--- src/hw/lin_phy_cfg.svh ---
// Address map, field positions, reset values and timing of the LIN control
`ifndef LIN_PHY_CFG_SVH
`define LIN_PHY_CFG_SVH
`define BASE_BLOCKING 4'h2
`define BASE_NONBLOCK 4'h3
`define OFS_CTL 8'h50
`define OFS_FLAGS 8'h52
`define OFS_LINE 8'h53
`define OFS_TXSRC 8'h54
`define OFS_RXRT 8'h55
`define OFS_SPARE_A 8'h56
`define OFS_SPARE_B 8'h57
`define CTL_RESET 8'h00
`define BYTE_RESET 8'h00
`define B_OVERTEMP_IRQ_ALLOW_GATE 15
`define B_FORCE_GATE 12
`define B_UVKA_GATE 11
`define B_ACT_GATE 10
`define B_RATE_GATE_HI 9
`define B_RATE_GATE_LO 8
`define B_OVERTEMP_IRQ_ALLOW 7
`define B_FORCE 4
`define B_UVKA 3
`define B_ACT 2
`define B_RATE_HI 1
`define B_RATE_LO 0
`define B_OT 7
`define B_HF 5
`define B_UV 3
`define B_RDY 7
`define B_RXL 1
`define B_TXL 0
`define B_SEL_PORT 1
`define B_SEL_UART 0
`define SEL_BOTH 2'h3
`define RATE_GATE_ALL 2'h3
`define RATE_SLOW 2'h1
`define RATE_FAST 2'h2
`define READY_TIME_US 50
`define CLK_MHZ 200
`define READY_CNT_W 14
`endif

--- src/hw/lin_phy_pkg.sv ---
// Types shared by the LIN control modules
package lin_phy_pkg;
  typedef enum logic [2:0] {
    RDY_IDLE = 3'h1,
    RDY_WAIT = 3'h2,
    RDY_DONE = 3'h4
  } ready_state_e;
  typedef enum logic [2:0] {
    EDGE_NORMAL = 3'h1,
    EDGE_SLOW = 3'h2,
    EDGE_FAST = 3'h4
  } edge_rate_e;
endpackage : lin_phy_pkg

--- src/hw/ready_if.sv ---
// Enable and ready handshake between control bank and ready timer
interface ready_if;
  logic enable;
  logic ready;
  modport ctrl (output enable, input ready);
  modport timer (input enable, output ready);
endinterface : ready_if

--- src/hw/lin_phy_ctrl.sv ---
// LIN physical layer control, status and routing register bank
`include "lin_phy_cfg.svh"
module lin_phy_ctrl #(
  parameter int READY_CYCLES = `READY_TIME_US * `CLK_MHZ
) (
  input wire logic clk_i,
  input wire logic resetn_i,
  input wire logic [11:0] addr_i,
  input wire logic [15:0] wdata_i,
  input wire logic wr_i,
  input wire logic rd_i,
  output logic [15:0] rdata_o,
  input wire logic overtemp_i,
  input wire logic rf_disturb_i,
  input wire logic undervolt_i,
  input wire logic uart_tx_i,
  input wire logic port_tx_i,
  input wire logic line_rx_dominant_i,
  output logic tx_dominant_o,
  output logic rx_uart_o,
  output logic rx_port_o,
  output logic overtemp_irq_o,
  output logic active_o,
  output lin_phy_pkg::edge_rate_e edge_rate_o
);
  import lin_phy_pkg::*;

  function automatic logic gated(input logic gate, input logic nv,
                                 input logic ov);
    gated = gate ? nv : ov;
  endfunction : gated

  ready_if rdy ();

  logic overtemp_irq_allow_q, force_q, uvka_q, act_q;
  logic [1:0] rate_q;
  logic ot_flag_q, hf_flag_q, uv_flag_q;
  logic ot_cond_q, hf_cond_q, uv_cond_q;
  logic [1:0] txsrc_q, rxrt_q;
  logic [15:0] rdata_q;
  logic tx_q;

  wire logic [3:0] page = addr_i[11:8];
  wire logic [7:0] ofs = addr_i[7:0];
  wire logic in_bank = (page == `BASE_BLOCKING) ||
                       (page == `BASE_NONBLOCK);
  wire logic sel_ctl = in_bank && (ofs == `OFS_CTL);
  wire logic sel_flags = in_bank && (ofs == `OFS_FLAGS);
  wire logic sel_line = in_bank && (ofs == `OFS_LINE);
  wire logic sel_txsrc = in_bank && (ofs == `OFS_TXSRC);
  wire logic sel_rxrt = in_bank && (ofs == `OFS_RXRT);
  // whole word taken on the control offset
  wire logic wr_ctl = wr_i && sel_ctl;
  wire logic wr_flags = wr_i && sel_flags;

  // Control word updates, each field behind its own gate bit, the edge rate behind two
  // interrupt allow gate
  wire logic overtemp_irq_allow_d = gated(wr_ctl && wdata_i[`B_OVERTEMP_IRQ_ALLOW_GATE],
                            wdata_i[`B_OVERTEMP_IRQ_ALLOW], overtemp_irq_allow_q);
  wire logic force_d = gated(wr_ctl && wdata_i[`B_FORCE_GATE],
                             wdata_i[`B_FORCE], force_q);
  wire logic uvka_d = gated(wr_ctl && wdata_i[`B_UVKA_GATE],
                            wdata_i[`B_UVKA], uvka_q);
  wire logic act_d = gated(wr_ctl && wdata_i[`B_ACT_GATE],
                           wdata_i[`B_ACT], act_q);
  // edge rate needs both gate bits
  wire logic rate_we = wr_ctl &&
    (wdata_i[`B_RATE_GATE_HI:`B_RATE_GATE_LO] == `RATE_GATE_ALL);
  wire logic [1:0] rate_d =
    rate_we ? wdata_i[`B_RATE_HI:`B_RATE_LO] : rate_q;

  // Control word storage
  always_ff @(posedge clk_i or negedge resetn_i) begin
    if (!resetn_i) begin
      overtemp_irq_allow_q <= 1'b0;
      force_q <= 1'b0;
      uvka_q <= 1'b0;
      act_q <= 1'b0;
      rate_q <= 2'h0;
    end else begin
      overtemp_irq_allow_q <= overtemp_irq_allow_d;
      force_q <= force_d;
      uvka_q <= uvka_d;
      act_q <= act_d;
      rate_q <= rate_d;
    end
  end

  // flags set on condition onset, set beats clear
  wire logic ot_set = overtemp_i && !ot_cond_q;
  wire logic hf_set = rf_disturb_i && !hf_cond_q;
  wire logic uv_set = undervolt_i && !uv_cond_q;
  wire logic ot_clr = wr_flags && wdata_i[`B_OT];
  wire logic hf_clr = wr_flags && wdata_i[`B_HF];
  wire logic uv_clr = wr_flags && wdata_i[`B_UV];

  // Condition history and sticky flags
  always_ff @(posedge clk_i or negedge resetn_i) begin
    if (!resetn_i) begin
      ot_cond_q <= 1'b0;
      hf_cond_q <= 1'b0;
      uv_cond_q <= 1'b0;
      ot_flag_q <= 1'b0;
      hf_flag_q <= 1'b0;
      uv_flag_q <= 1'b0;
    end else begin
      ot_cond_q <= overtemp_i;
      hf_cond_q <= rf_disturb_i;
      uv_cond_q <= undervolt_i;
      ot_flag_q <= ot_set || (ot_flag_q && !ot_clr);
      hf_flag_q <= hf_set || (hf_flag_q && !hf_clr);
      uv_flag_q <= uv_set || (uv_flag_q && !uv_clr);
    end
  end

  always_ff @(posedge clk_i or negedge resetn_i) begin
    if (!resetn_i) begin
      txsrc_q <= 2'h0;
      rxrt_q <= 2'h0;
    end else begin
      if (wr_i && sel_txsrc) begin
        txsrc_q <= wdata_i[`B_SEL_PORT:`B_SEL_UART];
      end
      if (wr_i && sel_rxrt) begin
        rxrt_q <= wdata_i[`B_SEL_PORT:`B_SEL_UART];
      end
    end
  end

  assign rdy.enable = act_q;
  ready_timer #(
    .READY_CYCLES(READY_CYCLES)
  ) u_ready (
    .clk_i(clk_i),
    .resetn_i(resetn_i),
    .rdy(rdy)
  );

  // UART has priority over port, then OR force
  wire logic src_bit = txsrc_q[`B_SEL_UART] ? uart_tx_i :
                       (txsrc_q[`B_SEL_PORT] && port_tx_i);
  wire logic tx_req = src_bit || force_q;
  wire logic uv_block = undervolt_i && !uvka_q;
  // recessive until ready, also off when hot
  wire logic tx_ok = act_q && rdy.ready && !overtemp_i && !uv_block;
  wire logic tx_d = tx_req && tx_ok;

  // Registered transmitter drive
  always_ff @(posedge clk_i or negedge resetn_i) begin
    if (!resetn_i) begin
      tx_q <= 1'b0;
    end else begin
      tx_q <= tx_d;
    end
  end

  wire logic [7:0] line_byte = {rdy.ready, 5'h00, line_rx_dominant_i,
                                tx_q};
  // unused and gate bits read zero
  wire logic [15:0] ctl_word = {8'h00, overtemp_irq_allow_q, 2'h0, force_q, uvka_q,
                                act_q, rate_q};
  wire logic [7:0] flag_byte = {ot_flag_q, 1'b0, hf_flag_q, 1'b0,
                                uv_flag_q, 3'h0};
  wire logic [15:0] rdata_d =
    sel_ctl ? ctl_word :
    sel_flags ? {8'h00, flag_byte} :
    sel_line ? {8'h00, line_byte} :
    sel_txsrc ? {14'h0000, txsrc_q} :
    sel_rxrt ? {14'h0000, rxrt_q} : 16'h0000;

  // Read data one cycle after the strobe, zero otherwise
  always_ff @(posedge clk_i or negedge resetn_i) begin
    if (!resetn_i) begin
      rdata_q <= 16'h0000;
    end else begin
      rdata_q <= rd_i ? rdata_d : 16'h0000;
    end
  end

  assign rdata_o = rdata_q;
  assign tx_dominant_o = tx_q;
  assign rx_uart_o = rxrt_q[`B_SEL_UART] && line_rx_dominant_i;
  assign rx_port_o = rxrt_q[`B_SEL_PORT] && line_rx_dominant_i;
  // interrupt gated by allow bit; edge-set flag
  assign overtemp_irq_o = ot_flag_q && overtemp_irq_allow_q;
  assign active_o = act_q;
  assign edge_rate_o = (rate_q == `RATE_SLOW) ? EDGE_SLOW :
                       (rate_q == `RATE_FAST) ? EDGE_FAST : EDGE_NORMAL;

  a_overtemp_irq_allow_gate_hold: assert property (
    @(posedge clk_i) disable iff (!resetn_i)
    (wr_ctl && !wdata_i[`B_OVERTEMP_IRQ_ALLOW_GATE]) |=> $stable(overtemp_irq_allow_q))
    else $error("interrupt allow changed without its gate");
  a_force_gate_load: assert property (
    @(posedge clk_i) disable iff (!resetn_i)
    (wr_ctl && wdata_i[`B_FORCE_GATE]) |=>
      (force_q == $past(wdata_i[`B_FORCE])))
    else $error("force bit not loaded with gate set");
  a_rate_partial_gate: assert property (
    @(posedge clk_i) disable iff (!resetn_i)
    (wr_ctl && !rate_we) |=> $stable(rate_q))
    else $error("edge rate changed with partial gate");
  a_flag_clear_w1c: assert property (
    @(posedge clk_i) disable iff (!resetn_i)
    (ot_clr && !ot_set) |=> !ot_flag_q)
    else $error("over-temperature flag not cleared");
  a_flag_sticky_hold: assert property (
    @(posedge clk_i) disable iff (!resetn_i)
    (uv_flag_q && !uv_clr) |=> uv_flag_q)
    else $error("undervoltage flag dropped without a clear");
  a_irq_new_onset: assert property (
    @(posedge clk_i) disable iff (!resetn_i)
    $rose(ot_flag_q) |-> $past(overtemp_i) && !$past(ot_cond_q))
    else $error("over-temperature flag set without new onset");
  a_not_ready_recessive: assert property (
    @(posedge clk_i) disable iff (!resetn_i)
    !rdy.ready |=> !tx_q)
    else $error("transmitter dominant before ready");
  a_uart_wins_port: assert property (
    @(posedge clk_i) disable iff (!resetn_i)
    (txsrc_q == `SEL_BOTH && tx_ok && !force_q) |=>
      (tx_q == $past(uart_tx_i)))
    else $error("port source not ignored when UART selected");
  a_uv_keeps_recessive: assert property (
    @(posedge clk_i) disable iff (!resetn_i)
    (undervolt_i && !uvka_q) |=> !tx_q)
    else $error("dominant driven during undervoltage");
  a_spare_read_zero: assert property (
    @(posedge clk_i) disable iff (!resetn_i)
    (rd_i && in_bank && (ofs == `OFS_SPARE_A || ofs == `OFS_SPARE_B))
      |=> (rdata_o == 16'h0000))
    else $error("reserved offset read not zero");

  // Field gates, transmit paths, routing, read-back, page decode and flag set/clear
  a_overtemp_irq_allow_gate_load: assert property (
    @(posedge clk_i) disable iff (!resetn_i)
    (wr_ctl && wdata_i[`B_OVERTEMP_IRQ_ALLOW_GATE]) |=>
      (overtemp_irq_allow_q == $past(wdata_i[`B_OVERTEMP_IRQ_ALLOW])))
    else $error("interrupt allow not loaded with gate set");
  a_force_gate_hold: assert property (
    @(posedge clk_i) disable iff (!resetn_i)
    (wr_ctl && !wdata_i[`B_FORCE_GATE]) |=> $stable(force_q))
    else $error("force bit changed without its gate");
  a_uvka_gate_hold: assert property (
    @(posedge clk_i) disable iff (!resetn_i)
    (wr_ctl && !wdata_i[`B_UVKA_GATE]) |=> $stable(uvka_q))
    else $error("keep-alive changed without its gate");
  a_uvka_gate_load: assert property (
    @(posedge clk_i) disable iff (!resetn_i)
    (wr_ctl && wdata_i[`B_UVKA_GATE]) |=>
      (uvka_q == $past(wdata_i[`B_UVKA])))
    else $error("keep-alive not loaded with gate set");
  a_act_gate_hold: assert property (
    @(posedge clk_i) disable iff (!resetn_i)
    (wr_ctl && !wdata_i[`B_ACT_GATE]) |=> $stable(act_q))
    else $error("module enable changed without its gate");
  a_act_gate_load: assert property (
    @(posedge clk_i) disable iff (!resetn_i)
    (wr_ctl && wdata_i[`B_ACT_GATE]) |=>
      (act_q == $past(wdata_i[`B_ACT])))
    else $error("module enable not loaded with gate set");
  a_rate_full_gate: assert property (
    @(posedge clk_i) disable iff (!resetn_i)
    rate_we |=> (rate_q == $past(wdata_i[`B_RATE_HI:`B_RATE_LO])))
    else $error("edge rate not loaded with full gate");
  a_force_drives_dom: assert property (
    @(posedge clk_i) disable iff (!resetn_i)
    (force_q && tx_ok) |=> tx_q)
    else $error("force bit did not drive dominant");
  a_disabled_recessive: assert property (
    @(posedge clk_i) disable iff (!resetn_i)
    !act_q |=> !tx_q)
    else $error("transmitter dominant while disabled");
  a_ready_needs_enable: assert property (
    @(posedge clk_i) disable iff (!resetn_i)
    !act_q |=> !rdy.ready)
    else $error("ready held while disabled");
  a_no_source_quiet: assert property (
    @(posedge clk_i) disable iff (!resetn_i)
    (txsrc_q == '0 && !force_q) |=> !tx_q)
    else $error("dominant driven with no source selected");
  a_port_source_used: assert property (
    @(posedge clk_i) disable iff (!resetn_i)
    (txsrc_q[`B_SEL_PORT] && !txsrc_q[`B_SEL_UART] && tx_ok && !force_q)
      |=> (tx_q == $past(port_tx_i)))
    else $error("port source not passed to transmitter");
  a_source_reg_write: assert property (
    @(posedge clk_i) disable iff (!resetn_i)
    (wr_i && sel_txsrc) |=>
      (txsrc_q == $past(wdata_i[`B_SEL_PORT:`B_SEL_UART])))
    else $error("source select not written");
  a_route_reg_write: assert property (
    @(posedge clk_i) disable iff (!resetn_i)
    (wr_i && sel_rxrt) |=>
      (rxrt_q == $past(wdata_i[`B_SEL_PORT:`B_SEL_UART])))
    else $error("receive route not written");
  a_read_idle_zero: assert property (
    @(posedge clk_i) disable iff (!resetn_i)
    !rd_i |=> (rdata_o == 16'h0000))
    else $error("read data not zero outside a read");
  a_gate_bits_zero: assert property (
    @(posedge clk_i) disable iff (!resetn_i)
    (rd_i && sel_ctl) |=>
      (rdata_o[`B_OVERTEMP_IRQ_ALLOW_GATE:`B_RATE_GATE_LO] == 8'h00))
    else $error("control gate bits did not read zero");
  a_line_state_read: assert property (
    @(posedge clk_i) disable iff (!resetn_i)
    (rd_i && sel_line) |=>
      (rdata_o[`B_RDY] == $past(rdy.ready)) &&
      (rdata_o[`B_RXL] == $past(line_rx_dominant_i)) &&
      (rdata_o[`B_TXL] == $past(tx_q)))
    else $error("line state read wrong");
  a_off_page_ignored: assert property (
    @(posedge clk_i) disable iff (!resetn_i)
    (wr_i && !in_bank) |=>
      $stable({overtemp_irq_allow_q, force_q, uvka_q, act_q, rate_q, txsrc_q, rxrt_q}))
    else $error("write outside the bank changed a register");
  a_flag_set_onset: assert property (
    @(posedge clk_i) disable iff (!resetn_i)
    ot_set |=> ot_flag_q)
    else $error("over-temperature onset not latched");
  a_uv_flag_clear: assert property (
    @(posedge clk_i) disable iff (!resetn_i)
    (uv_clr && !uv_set) |=> !uv_flag_q)
    else $error("undervoltage flag not cleared");
endmodule : lin_phy_ctrl

--- src/hw/ready_timer.sv ---
// Transmitter start-up timer that raises ready after the settle time
`include "lin_phy_cfg.svh"
module ready_timer #(
  parameter int READY_CYCLES = `READY_TIME_US * `CLK_MHZ
) (
  input wire logic clk_i,
  input wire logic resetn_i,
  ready_if.timer rdy
);
  import lin_phy_pkg::*;
  localparam logic [`READY_CNT_W-1:0] LAST =
    `READY_CNT_W'(READY_CYCLES - 1);
  ready_state_e state_q, state_d;
  logic [`READY_CNT_W-1:0] cnt_q, cnt_d;
  wire logic at_last = (cnt_q == LAST);

  // Next state: any drop of enable restarts the wait
  always_comb begin
    state_d = state_q;
    cnt_d = cnt_q;
    case (state_q)
      RDY_IDLE: begin
        cnt_d = '0;
        if (rdy.enable) begin
          state_d = RDY_WAIT;
        end
      end
      RDY_WAIT: begin
        cnt_d = cnt_q + `READY_CNT_W'(1);
        if (!rdy.enable) begin
          state_d = RDY_IDLE;
        end else if (at_last) begin
          state_d = RDY_DONE;
        end
      end
      RDY_DONE: begin
        if (!rdy.enable) begin
          state_d = RDY_IDLE;
        end
      end
      default: begin
        state_d = RDY_IDLE;
      end
    endcase
  end

  // State and counter
  always_ff @(posedge clk_i or negedge resetn_i) begin
    if (!resetn_i) begin
      state_q <= RDY_IDLE;
      cnt_q <= '0;
    end else begin
      state_q <= state_d;
      cnt_q <= cnt_d;
    end
  end

  assign rdy.ready = (state_q == RDY_DONE);

  a_ready_after_wait: assert property (
    @(posedge clk_i) disable iff (!resetn_i)
    $rose(rdy.ready) |-> $past(at_last) && $past(rdy.enable))
    else $error("ready rose before the settle count ended");
endmodule : ready_timer

--- config.mk ---
export PLATFORM = sky130hd
export DESIGN_NAME = lin_phy_ctrl
export DESIGN_NICKNAME = d
export VERILOG_FILES = /design/src/hw/lin_phy_pkg.sv /design/src/hw/ready_if.sv /design/src/hw/lin_phy_ctrl.sv /design/src/hw/ready_timer.sv
export VERILOG_INCLUDE_DIRS = /design/src /design/src/hw
export SDC_FILE = /design/constraint.sdc
export NUM_CORES = 1
export LEC_CHECK = 0
export ABC_AREA = 1
export BUFFER_PORTS_ARGS = -buffer_cell sky130_fd_sc_hd__buf_2
export CORE_ASPECT_RATIO = 0.8
export CORE_MARGIN = 2
export CORE_UTILIZATION = 35
export DETAILED_ROUTE_END_ITERATION = 8
export SYNTH_ARGS = -nofsm -noshare
export SYNTH_HDL_FRONTEND = slang
export SYNTH_SLANG_ARGS = --single-unit
--- constraint.sdc ---
create_clock -name clk_i -period 3.3 [get_ports clk_i]
set_clock_uncertainty 0.05 [all_clocks]
set_input_delay 0.33 -clock clk_i [delete_from_list [all_inputs] [get_ports clk_i]]
set_output_delay 0.33 -clock clk_i [all_outputs]
set_load 0.03 [all_outputs]
# Word level (Yosys, flattened, before mapping)
# Cells that the tools add are included.
# classes
muxes	15
n_eq_ne	17
n_reduce_logical	48
addsub	1
# ops
cell	n
$eq 8x7->1 const B	5
$logic_and 1x1->1	32
$mux 8	4
$pmux 14 s2	1
$mux 3	6
$add 14x1->14 const B	1
$eq 14x14->1 const B	1
$logic_not 1->1	9
$pmux 3 s3	1
$eq 4x2->1 const B	2
$logic_or 1x1->1	5
$eq 2x2->1 const B	2
$mux 2	2
$ne 2x2->1 const B	2
$eq 3x1->1 const B	1
$eq 3x2->1 const B	1
$eq 3x3->1 const B	1
$ne 3x2->1 const B	1
$reduce_and 3->1	1
$eq 2x1->1 const B	1
$reduce_bool 2->1	1
$mux 1	1
# word_totals
output_inout_bits	24
reg_bits	42
in_bits	38

# Logic depth before layout (Yosys ltp)
# Gate-level depths: netlist of the first run.
# logic_depth
ltp_word	9
mapped_depth	10
ltp_nobuf	10

# Modules after synthesis
# From an unflattened synthesis of the first run, not the netlist that was laid out.
# unflattened
cells_unflattened	312
area_unflattened_um2	2379.8
# modules_own_cells
mod	area_each_um2	cells_per_inst	n_inst	seq_area_each_um2
lin_phy_ctrl	1361.3	167	1	600.6
ready_timer	1018.5	145	1	426.7

# Least setup slack after synthesis of the first run
# No wires, ideal clock.
# synth_path
kind	reg2reg
startpoint	reg u_ready.cnt_q[0]
endpoint	reg u_ready.cnt_q[10]
setup_time_ns	0.127
period_less_slack_ns	1.395
stages_incl_launch_ff	9
t_arrival_ns	1.218
path_buffers	0
setup_slack_ns	1.905
t_required_ns	3.123
cell_sequence	dfrtp_1 > ha_1 > nand3_2 > inv_1 > nand2_1 > nor2_2 > nand3_1 > nand3_1 > o21ai_0
# synth_via
elab_chain_len	2
# synth_rtl
element	line	source
start, declared	ready_timer.sv:14	logic [`READY_CNT_W-1:0] cnt_q, cnt_d;
start signal, assigned	ready_timer.sv:54	cnt_q <= cnt_d;
$add 14x1->14	ready_timer.sv:29	cnt_d = cnt_q + `READY_CNT_W'(1);
$pmux 14 s2	ready_timer.sv:21	case (state_q)
# Every way passes these cells.
# A chain may end at the register's enable or synchronous reset.

# Final worst setup path of the first run
# Ends and elaborated chain as after synthesis.

==> flow_metrics.env, run 1 <==
export IMPL_min_path_type="input port to asynchronous set/reset pin"
export IMPL_routedWlPerCell_um=11.3
export IMPL_fp_coreArea_um2=6340
export IMPL_status="complete, no violations"
export IMPL_final_cell_mix="nand2_1 (73), buf_2 (48), inv_1 (47), dfrtp_1 (40)"
export IMPL_powerDensity_nw_per_um2=460
export IMPL_tritoncts="built"
export IMPL_timing_rr_start="u_ready.cnt_q[0]$_DFFE_PN0N_"
export IMPL_worstPathArrival_ps=1730
export IMPL_synth_seq_area_share=0.450
export IMPL_drt_total_wl_um=4990
export IMPL_postCtsSetupBuffers=0
export IMPL_required_ps=3420
export IMPL_slew_headroom=0.405
export IMPL_die_y_um=76.2
export IMPL_cp_startpoint="u_ready.cnt_q[0]$_DFFE_PN0N_"
export IMPL_pre_cts_slack_ps=1750
export IMPL_syn_inst=301
export IMPL_mostFrequentLayoutCell="nand2_1"
export IMPL_r2r_slack_ps=1690
export IMPL_rows=26
export IMPL_grt_pass1_wl_um=8590
export IMPL_first_global_vias=1899
export IMPL_worst_setup_path_end_kind="register"
export IMPL_fmax_mhz=622
export IMPL_grt_usage=0.152
export IMPL_clock_latency_ps=300
export IMPL_clk_pin_slew_ps=80
export IMPL_leakage_uw=0.00145
export IMPL_final_core_util=0.426
export IMPL_crit_path_max_fanout=7
export IMPL_stdcell_count=440
export IMPL_syn_area_um2=2280
export IMPL_antenna_left=0
export IMPL_rsz0062_at_grt="no"
export IMPL_synthTopCellsByArea="dfrtp_1 (44%), nand2_1 (12%), inv_1 (7.7%)"
export IMPL_layout_drive_gt1_share=0.225
export IMPL_ys_ff_latch=41
export IMPL_synth_avg_cell_area_um2=7.58
export IMPL_crit_path_end="u_ready.cnt_q[10]$_DFFE_PN0N_"
export IMPL_critPathKind="register to register"
export IMPL_rr_worst_depth=8
export IMPL_clkSinkCount=41
export IMPL_antennaDiodeCount=0
export IMPL_vias=2022
export IMPL_gp_congestion=0.864
export IMPL_fillers=648
export IMPL_dieWidth_um=94.3
export IMPL_setup_ws_ps=1690
export IMPL_grt_overflow=0
export IMPL_peakVddDrop_uv=281
export IMPL_cts_buffer_depth=2
export IMPL_dp_cells=432
export IMPL_drv_slew=0
export IMPL_setup_viol=0
export IMPL_synthFlopType="dfrtp_1"
export IMPL_synth_top_cell_by_area="dfrtp_1"
export IMPL_synth_top_cell_area_share=0.439
export IMPL_grt_max_degree=42
export IMPL_r2r_end="u_ready.cnt_q[10]$_DFFE_PN0N_"
export IMPL_start_util=0.360
export IMPL_avgViaCountPerCell=4.60
export IMPL_fin_nets=396
export IMPL_ys_async_sr_fraction=1.00
export IMPL_io_pins=62
export IMPL_io_buffers=48
export IMPL_finalPower_uw=1240
export IMPL_cts_root_buffer="clkbuf_8"
export IMPL_cp_start_kind="register"
export IMPL_die_area_um2=7180
export IMPL_antenna_found_initial=0
export IMPL_cts_made_buffers=5
export IMPL_first_pass_iters=4
export IMPL_h_tree_depth=2
export IMPL_synth_enable_flop_cells=0
export IMPL_drt_iter0_drc=113
export IMPL_cts_resized=0
export IMPL_period_share=0.487
export IMPL_fin_crit_ps=1610
export IMPL_hold_violations=0
export IMPL_worst_slew_pin_slew_ps=892
export IMPL_syn_to_final_growth_pct=18.6
export IMPL_holdBufCountCts=0
export IMPL_yosys_warnings=0
export IMPL_maxCapViolCount=0
export IMPL_ys_types=30
export IMPL_final_setup_tns_ps=0
export IMPL_drc=0
export IMPL_dp_hpwl_um=3900
==> through the flow <==
| step | hold WS, ps | cell area [um2] |
|---|---|---|
| 2_1_floorplan | -15.6 | 2310 |
| 3_3_place_gp | 351 | 2590 |
| 3_5_place_dp | 360 | 2590 |
| 4_1_cts | 92.5 | 2710 |
| 5_1_grt | 95.0 | 2710 |
| 6_report | 103 | 2710 |
==> sequential cells by signal, summed over array words and instances (netlist names), 2 cells and up <==
| register | flops |
|---|---|
| u_ready.state_q | 3 |
| rate_q | 2 |
| rxrt_q | 2 |
| rdata_o | 7 |
| u_ready.cnt_q | 14 |
| txsrc_q | 2 |
==> kinds of logic (layout without fill, tap and decap cells) <==
group | after synthesis | after routing | share of synthesized area
and+or+nand+nor | 164 | 164 | 0.340
buffers and inverters | 60 | 107 | 0.114
DFF | 41 | 41 | 0.450
AOI/OAI and AO/OA | 31 | 31 | 0.0746
adders and majority gates | 3 | 3 | 0.0165
other | 1 | 9 | 0.00164
xor gates and xnor gates | 1 | 1 | 0.00384
==> cell type report <==
type,instances,area [um2],share of cell area
Clock buffer,7,86.3,0.0319
Clock inverter,1,30.0,0.0111
Inverter,51,191,0.0708
Multi-Input combinational cell,208,1020,0.379
Sequential cell,41,1030,0.380
Tap cell,84,105,0.0389
Timing Repair Buffer,48,240,0.0888
==> metal layers <==
metal	up-vias	part of all wire	GRT usage
li1	1046	-	-
met1	928	0.50	0.220
met2	39	0.45	0.227
met3	9	0.035	0.0297
met4	0	0.017	0.0522
met5	-	0	0
==> critical path, cell delays in order (launching register included) <==
cell and delay (ps):
dfrtp_1 460, ha_1 260, nand3_2 110, inv_1 110, nand2_1 100, nor2_2 130
nand3_1 90, nand3_1 90, o21ai_0 90
==> how the worst min path moves through the flow <==
stage | start | to | slack (ps) | cells after the start
6_report | resetn_i | uvka_q$_DFFE_PN0P_ | 100 | 1
5_1_grt | undervolt_i | uv_cond_q$_DFF_PN0_ | 100 | 1
4_1_cts | undervolt_i | uv_cond_q$_DFF_PN0_ | 90 | 1
3_5_place_dp | ot_cond_q$_DFF_PN0_ | ot_flag_q$_DFF_PN0_ | 360 | 1
3_3_place_gp | uv_cond_q$_DFF_PN0_ | uv_flag_q$_DFF_PN0_ | 350 | 1
2_1_floorplan | resetn_i | active_o$_DFFE_PN0P_ | -20 | 0
==> cell usage after synthesis, drive strengths merged (2+ instances only) <==
| cell | instances |
|---|---|
| buf | 9 |
| o21ai | 19 |
| a21oi | 5 |
| nor2 | 38 |
| dfrtp | 40 |
| a31oi | 2 |
| inv | 50 |
| nor3 | 7 |
| nand2 | 78 |
| nand3 | 32 |
| ha | 3 |
| nand4 | 8 |
==> report_power, final <==
part	switching, uW	internal (uW)	total (uW)
sequential	37.4	541	579
combinational	174	69.9	244
clock	175	247	422
total	387	858	1240
(Power assumes the default switching activity.)
==> inputs of run 2 (changes only) <==
Settings changed: ABC_AREA 1 to 0.
Clock period 3.3 ns to 1.46 ns, I/O delays scaled along.
==> flow_metrics.env, run 2 <==
export IMPL_synth_enable_flop_cells=0
export IMPL_syn_area_um2=2100
export IMPL_failed_checks="negative setup slack"
export IMPL_leakage_uw=0.00147
export IMPL_min_path_type="input port to register"
export IMPL_hold_violations=0
export IMPL_syn_inst=204
export IMPL_cts_root_buffer="clkbuf_8"
export IMPL_largest_reg_flops=14
export IMPL_layout_drive_gt1_share=0.478
export IMPL_synth_seq_area_share=0.488
export IMPL_fillers=564
export IMPL_fin_crit_ps=1560
export IMPL_status="complete, but fails checks"
export IMPL_peakVddDrop_uv=363
export IMPL_cp_start_kind="register"
export IMPL_use_met3=0.0400
export IMPL_synth_top_cell_area_share=0.476
export IMPL_tritoncts="built"
export IMPL_drt_iter0_drc=115
export IMPL_dp_hpwl_um=3840
export IMPL_h_tree_depth=2
export IMPL_mostFrequentLayoutCell="buf_2"
export IMPL_multiInputGateArea_um2=1170
export IMPL_top_register="u_ready.cnt_q"
export IMPL_final_cell_area_um2=3040
export IMPL_setup_viol=14
export IMPL_yosys_top_cells_count="dfrtp_1 (40), nand2_1 (19), o21ai_0 (13)"
export IMPL_antenna_left=0
export IMPL_required_ps=1630
export IMPL_dieWidth_um=90.7
export IMPL_grt_usage=0.166
export IMPL_final_core_util=0.520
export IMPL_synth_avg_cell_area_um2=10.3
export IMPL_clk_pin_slew_ps=80
export IMPL_start_util=0.360
export IMPL_fmax_mhz=642
export IMPL_final_cell_mix="buf_2 (47), dfrtp_1 (40), buf_4 (35), nand2_1 (16)"
export IMPL_ys_ff_latch=41
export IMPL_synth_top_cell_by_area="dfrtp_1"
export IMPL_grtUsageMet2=0.238
export IMPL_drc=0
export IMPL_cts_made_buffers=5
export IMPL_io_pins=62
export IMPL_antenna_found_initial=0
export IMPL_clock_latency_ps=290
export IMPL_vias=1862
export IMPL_cts_buffer_depth=2
export IMPL_die_y_um=73.4
export IMPL_grt_overflow=0
export IMPL_whs_ps=34.8
export IMPL_crit_path_max_fanout=6
export IMPL_seq_area_um2=1030
export IMPL_placed_area_um2=2700
export IMPL_antennaDiodeCount=0
export IMPL_die_area_um2=6650
export IMPL_powerDensity_nw_per_um2=669
export IMPL_synthTopCellsByArea="dfrtp_1 (48%), mux2_2 (4.3%), nand2_1 (3.4%)"
export IMPL_fin_nets=337
export IMPL_routedWlPerCell_um=14.1
export IMPL_grt_max_degree=42
export IMPL_first_pass_iters=4
export IMPL_synthFlopType="dfrtp_1"
export IMPL_setup_ws_ps=-98.3
export IMPL_syn_to_final_growth_pct=44.6
export IMPL_busiest_layer="met1"
export IMPL_fp_coreArea_um2=5850
export IMPL_dp_cells=360
export IMPL_period_share=1.07
export IMPL_io_buffers=48
export IMPL_rsz0062_at_grt="yes"
export IMPL_maxCapViolCount=0
export IMPL_ys_types=47
export IMPL_clkSinkCount=41
export IMPL_synth_most_common_cell="dfrtp_1"
export IMPL_first_global_vias=1775
export IMPL_gp_congestion=0.829
export IMPL_rows=25
export IMPL_yosys_warnings=0
export IMPL_grtUsageMet1=0.248
export IMPL_drt_total_wl_um=5350
export IMPL_worst_setup_path_end_kind="register"
export IMPL_ys_async_sr_fraction=1.00
export IMPL_stdcell_count=378
export IMPL_avgViaCountPerCell=4.93
export IMPL_worstPathArrival_ps=1720
export IMPL_drv_slew=0
export IMPL_critPathKind="register to register"
export IMPL_grt_pass1_wl_um=8670
[run 2: cell count changes after synthesis, sizes merged, moves of 6 or more]
| cell | before | now |
|---|---|---|
| nand2 | 78 | 19 |
| inv | 50 | 9 |
| nand3 | 32 | 2 |
| nor2 | 38 | 8 |
| mux2 | 0 | 10 |
| mux2i | 0 | 7 |
| nand2b | 0 | 7 |
| and3 | 0 | 6 |
| o21ai | 19 | 13 |
[run 2: layer usage]
| metal | vias to the layer above | part of all wire |
|---|---|---|
| li1 | 907 | - |
| met1 | 897 | 0.50 |
| met2 | 49 | 0.45 |
| met3 | 9 | 0.040 |
| met4 | 0 | 0.013 |
| met5 | - | 0 |
[run 2: kinds of logic after synthesis]
group,synth area share
compound gates,0.111
fa+ha+maj,0.0178
buf+inv,0.0612
flops,0.488
mux,0.0868
other cells,0.00178
simple gates,0.234
[run 2: power by group]
| part | total [uW] | leakage [uW] | internal [uW] | switching, uW |
|---|---|---|---|---|
| registers | 1140 | 0.000547 | 1140 | 2.64 |
| logic | 183 | 0.000881 | 71.9 | 111 |
| clock network | 709 | 0.0000450 | 331 | 378 |
| total | 2040 | 0.00147 | 1540 | 491 |
[run 2: critical path: stages (launching register included)]
cell     delay (ps)
dfrtp_1         420
buf_6           140
nor3b_4         220
nand4_4         130
buf_6           160
nor4_4          140
mux2i_1         210
[run 2: timing repair]
action	CTS	global route
setup buffers	6	0
setup endpoints to repair	15	20
resized for setup	19	26
pin swaps	8	5
hold endpoints to repair	43	0
hold buffers	4	0
[run 2: final cells by class]
| type | instances | area share |
|---|---|---|
| Sequential cell | 41 | 0.338 |
| Clock buffer | 6 | 0.0238 |
| Inverter | 9 | 0.0111 |
| Timing Repair Buffer | 93 | 0.207 |
| Clock inverter | 2 | 0.00329 |
| Tap cell | 81 | 0.0333 |
| Multi-Input combinational cell | 146 | 0.384 |
[run 2: final timing paths]
path	from	end	slack, ps	cells past startpoint
worst max register to register	u_ready.state_q[2]$_DFFE_PN0P_	u_ready.cnt_q[13]$_DFFE_PN0N_	-100	6
worst min-delay path	wdata_i[4]	force_q$_DFFE_PN0P_	30	2
worst min register to register	u_ready.cnt_q[13]$_DFFE_PN0N_	u_ready.cnt_q[13]$_DFFE_PN0N_	450	1
worst max-delay path	u_ready.state_q[2]$_DFFE_PN0P_	u_ready.cnt_q[13]$_DFFE_PN0N_	-100	6
min in group asynchronous	resetn_i	u_ready.cnt_q[6]$_DFFE_PN0N_	300	3
max in group asynchronous	resetn_i	u_ready.state_q[0]$_DFFE_PN1P_	800	3
[run 2: stage by stage]
stage	setup TNS (ps)	power, uW	worst slack [ps]
finish	-634	2040	-98.3
global route	-1530	2140	-175
CTS	-588	2070	-123
detailed placement	-5130	1340	-265
global placement	-4250	1340	-223
floorplan	-2000	1260	-212
==> inputs of run 3 (changes only) <==
Settings changed: SYNTH_HIERARCHICAL set to 1.
==> flow_metrics.env, run 3 <==
export IMPL_syn_to_final_growth_pct=34.5
export IMPL_required_ps=1580
export IMPL_antenna_left=0
export IMPL_first_pass_iters=4
export IMPL_fin_nets=333
export IMPL_slew_headroom=0.663
export IMPL_cp_start_kind="register"
export IMPL_grt_usage=0.148
export IMPL_tritoncts="built"
export IMPL_grt_overflow=0
export IMPL_maxCapViolCount=0
export IMPL_synth_seq_area_share=0.466
export IMPL_fillers=584
export IMPL_gp_congestion=0.780
export IMPL_vias=1834
export IMPL_r2r_end="u_ready/cnt_q[4]$_DFFE_PN0P_"
export IMPL_worstPathArrival_ps=1630
export IMPL_holdCritStartpoint="wdata_i[4]"
export IMPL_peakVddDrop_uv=491
export IMPL_h_tree_depth=2
export IMPL_critPathTopFamily="simple AND/OR/NAND/NOR gates"
export IMPL_first_global_vias=1640
export IMPL_whs_ps=38.2
export IMPL_period_share=1.03
export IMPL_start_util=0.367
export IMPL_stdcell_count=374
export IMPL_routedWlPerCell_um=13.7
export IMPL_hold_violations=0
export IMPL_antenna_found_initial=0
export IMPL_holdPathStages=2
export IMPL_antennaDiodeCount=0
export IMPL_min_path_type="input port to register"
export IMPL_timing_rr_start="u_ready/state_q[0]$_DFFE_PN1P_"
export IMPL_wl_met3_um=247
export IMPL_failed_checks="negative setup slack"
export IMPL_placed_area_um2=2760
export IMPL_cts_made_buffers=5
export IMPL_crit_cells=5
export IMPL_worst_slew_pin_slew_ps=506
export IMPL_setup_viol=9
export IMPL_clkSinkCount=41
export IMPL_fmax_mhz=663
export IMPL_io_buffers=48
export IMPL_path_buf_inv=1
export IMPL_die_y_um=75.0
export IMPL_wl_met1_um=2620
export IMPL_synth_top_cell_area_share=0.454
export IMPL_dp_cells=358
export IMPL_met2_length_um=2190
export IMPL_synthFlopType="dfrtp_1"
export IMPL_dieWidth_um=92.8
export IMPL_avgViaCountPerCell=4.90
export IMPL_worst_setup_path_end_kind="register"
export IMPL_drt_total_wl_um=5110
export IMPL_slowest_delay_ps=430
export IMPL_rr_worst_depth=5
export IMPL_grt_pass1_wl_um=8010
export IMPL_grt_max_degree=23
export IMPL_yosys_top_cells_count="dfrtp_1 (40), nand2_1 (19), inv_1 (11), mux2_2 (10)"
export IMPL_cts_root_buffer="clkbuf_8"
export IMPL_powerDensity_nw_per_um2=697
export IMPL_largest_reg_flops=14
export IMPL_top_register="u_ready/cnt_q"
export IMPL_clock_latency_ps=290
export IMPL_crit_path_max_fanout=6
export IMPL_drt_iter0_drc=84
export IMPL_status="complete, but fails checks"
export IMPL_layout_drive_gt1_share=0.430
export IMPL_r2r_slack_ps=-50
export IMPL_drc=0
export IMPL_syn_inst=211
export IMPL_rows=25
export IMPL_mostFrequentLayoutCell="buf_2"
export IMPL_ys_async_sr_fraction=1.00
export IMPL_synth_top_cell_by_area="dfrtp_1"
export IMPL_synth_most_common_cell="dfrtp_1"
export IMPL_synthTopCellsByArea="dfrtp_1 (45%), mux2_2 (5.1%), nand2_1 (3.2%)"
export IMPL_clk_pin_slew_ps=80
export IMPL_setup_ws_ps=-48.0
export IMPL_synth_enable_flop_cells=0
export IMPL_whs_endpoint="force_q$_DFFE_PN0P_"
export IMPL_critical_path_slowest_cell="or3b_4"
export IMPL_dp_hpwl_um=3960
export IMPL_yosys_warnings=6
export IMPL_syn_area_um2=2210
export IMPL_highest_layer="met4"
export IMPL_leakage_uw=0.00147
export IMPL_final_cell_area_um2=2970
export IMPL_fin_crit_ps=1510
export IMPL_ys_types=51
export IMPL_ys_ff_latch=41
export IMPL_synth_avg_cell_area_um2=10.5
export IMPL_cts_buffer_depth=2
export IMPL_io_pins=62
export IMPL_finalPower_uw=2070
export IMPL_critical_path_cell_chain="or3b_4 -> buf_4 -> and2_4 -> a21oi_2 -> mux2i_1"
export IMPL_rsz0062_at_grt="yes"
export IMPL_final_cell_mix="buf_2 (48), dfrtp_1 (40), buf_4 (30), nand2_1 (19), inv_1 (11)"
export IMPL_critPathKind="register to register"
export IMPL_die_area_um2=6960
export IMPL_drv_slew=0
export IMPL_fp_coreArea_um2=6010
-- run 3: cell count changes in the layout (fill, tap and decap cells not counted), sizes merged, moves of 4 or more --
cell,before,now
a21oi,8,3
buf,89,80
nand3,2,9
nand4,10,4
o21ai,13,8
o22ai,0,4
-- run 3: through the flow --
stage / TNS, ps / utilization / setup WS, ps
after CTS: -168 / 0.483 / -42.5
after floorplan: -1890 / - / -130
after detailed placement: -3970 / 0.460 / -253
final: -275 / 0.494 / -48.0
after global placement: -3450 / 0.460 / -208
after global routing: -1020 / 0.494 / -142
-- run 3: worst max-delay path by stage --
| stage | from | endpoint | slack [ps] |
|---|---|---|---|
| floorplan | u_ready/state_q[0]$_DFFE_PN1P_ | u_ready/cnt_q[1]$_DFFE_PN0P_ | -130 |
| CTS | u_ready/state_q[1]$_DFFE_PN0P_ | u_ready/cnt_q[10]$_DFFE_PN0P_ | -40 |
| global route | u_ready/state_q[1]$_DFFE_PN0P_ | u_ready/cnt_q[10]$_DFFE_PN0P_ | -140 |
| global placement | addr_i[7] | active_o$_DFFE_PN0P_ | -210 |
| detailed placement | addr_i[7] | rxrt_q[0]$_DFFE_PN0P_ | -250 |
| finish | u_ready/state_q[0]$_DFFE_PN1P_ | u_ready/cnt_q[4]$_DFFE_PN0P_ | -50 |
-- run 3: cell type report --
type                       count  area, um2  share of cell area
inverter                      11       41.3              0.0139
tap                           81        101              0.0341
clock inverter                 3       17.5             0.00590
clock buffer                   5       68.8              0.0232
timing repair buffer          84        537               0.181
sequential                    41       1030               0.346
multi-input combinational    149       1170               0.396
-- run 3: logic make-up after synthesis --
kind of cell / synth area share
muxes: 0.0879
xor gates and xnor gates: 0.00794
DFF: 0.466
adders and majority gates: 0.0170
AOI/OAI and AO/OA: 0.0936
buffers and inverters: 0.0754
and+or+nand+nor: 0.251
other: 0.00170
-- run 3: per-layer routing --
metal / global-route usage / vias to the layer above
met3: 0.0280 / 5
met2: 0.208 / 49
met4: 0.0441 / 0
li1: - / 894
met5: 0 / -
met1: 0.231 / 886
-- run 3: timing repair --
action                                  4_1_cts  5_1_grt
pin swaps                                     1        3
hold endpoints to repair                     22        0
endpoints found under the setup margin       11       18
resized for setup                             2        9
setup buffers                                 0        4
gates cloned                                  0        0
hold buffers                                  4        0
-- run 3: power by group --
part	switching (uW)	leakage, uW	internal, uW
logic	128	0.000877	83.3
registers	2.89	0.000547	1140
clock network	385	0.0000439	330
total	516	0.00147	1550
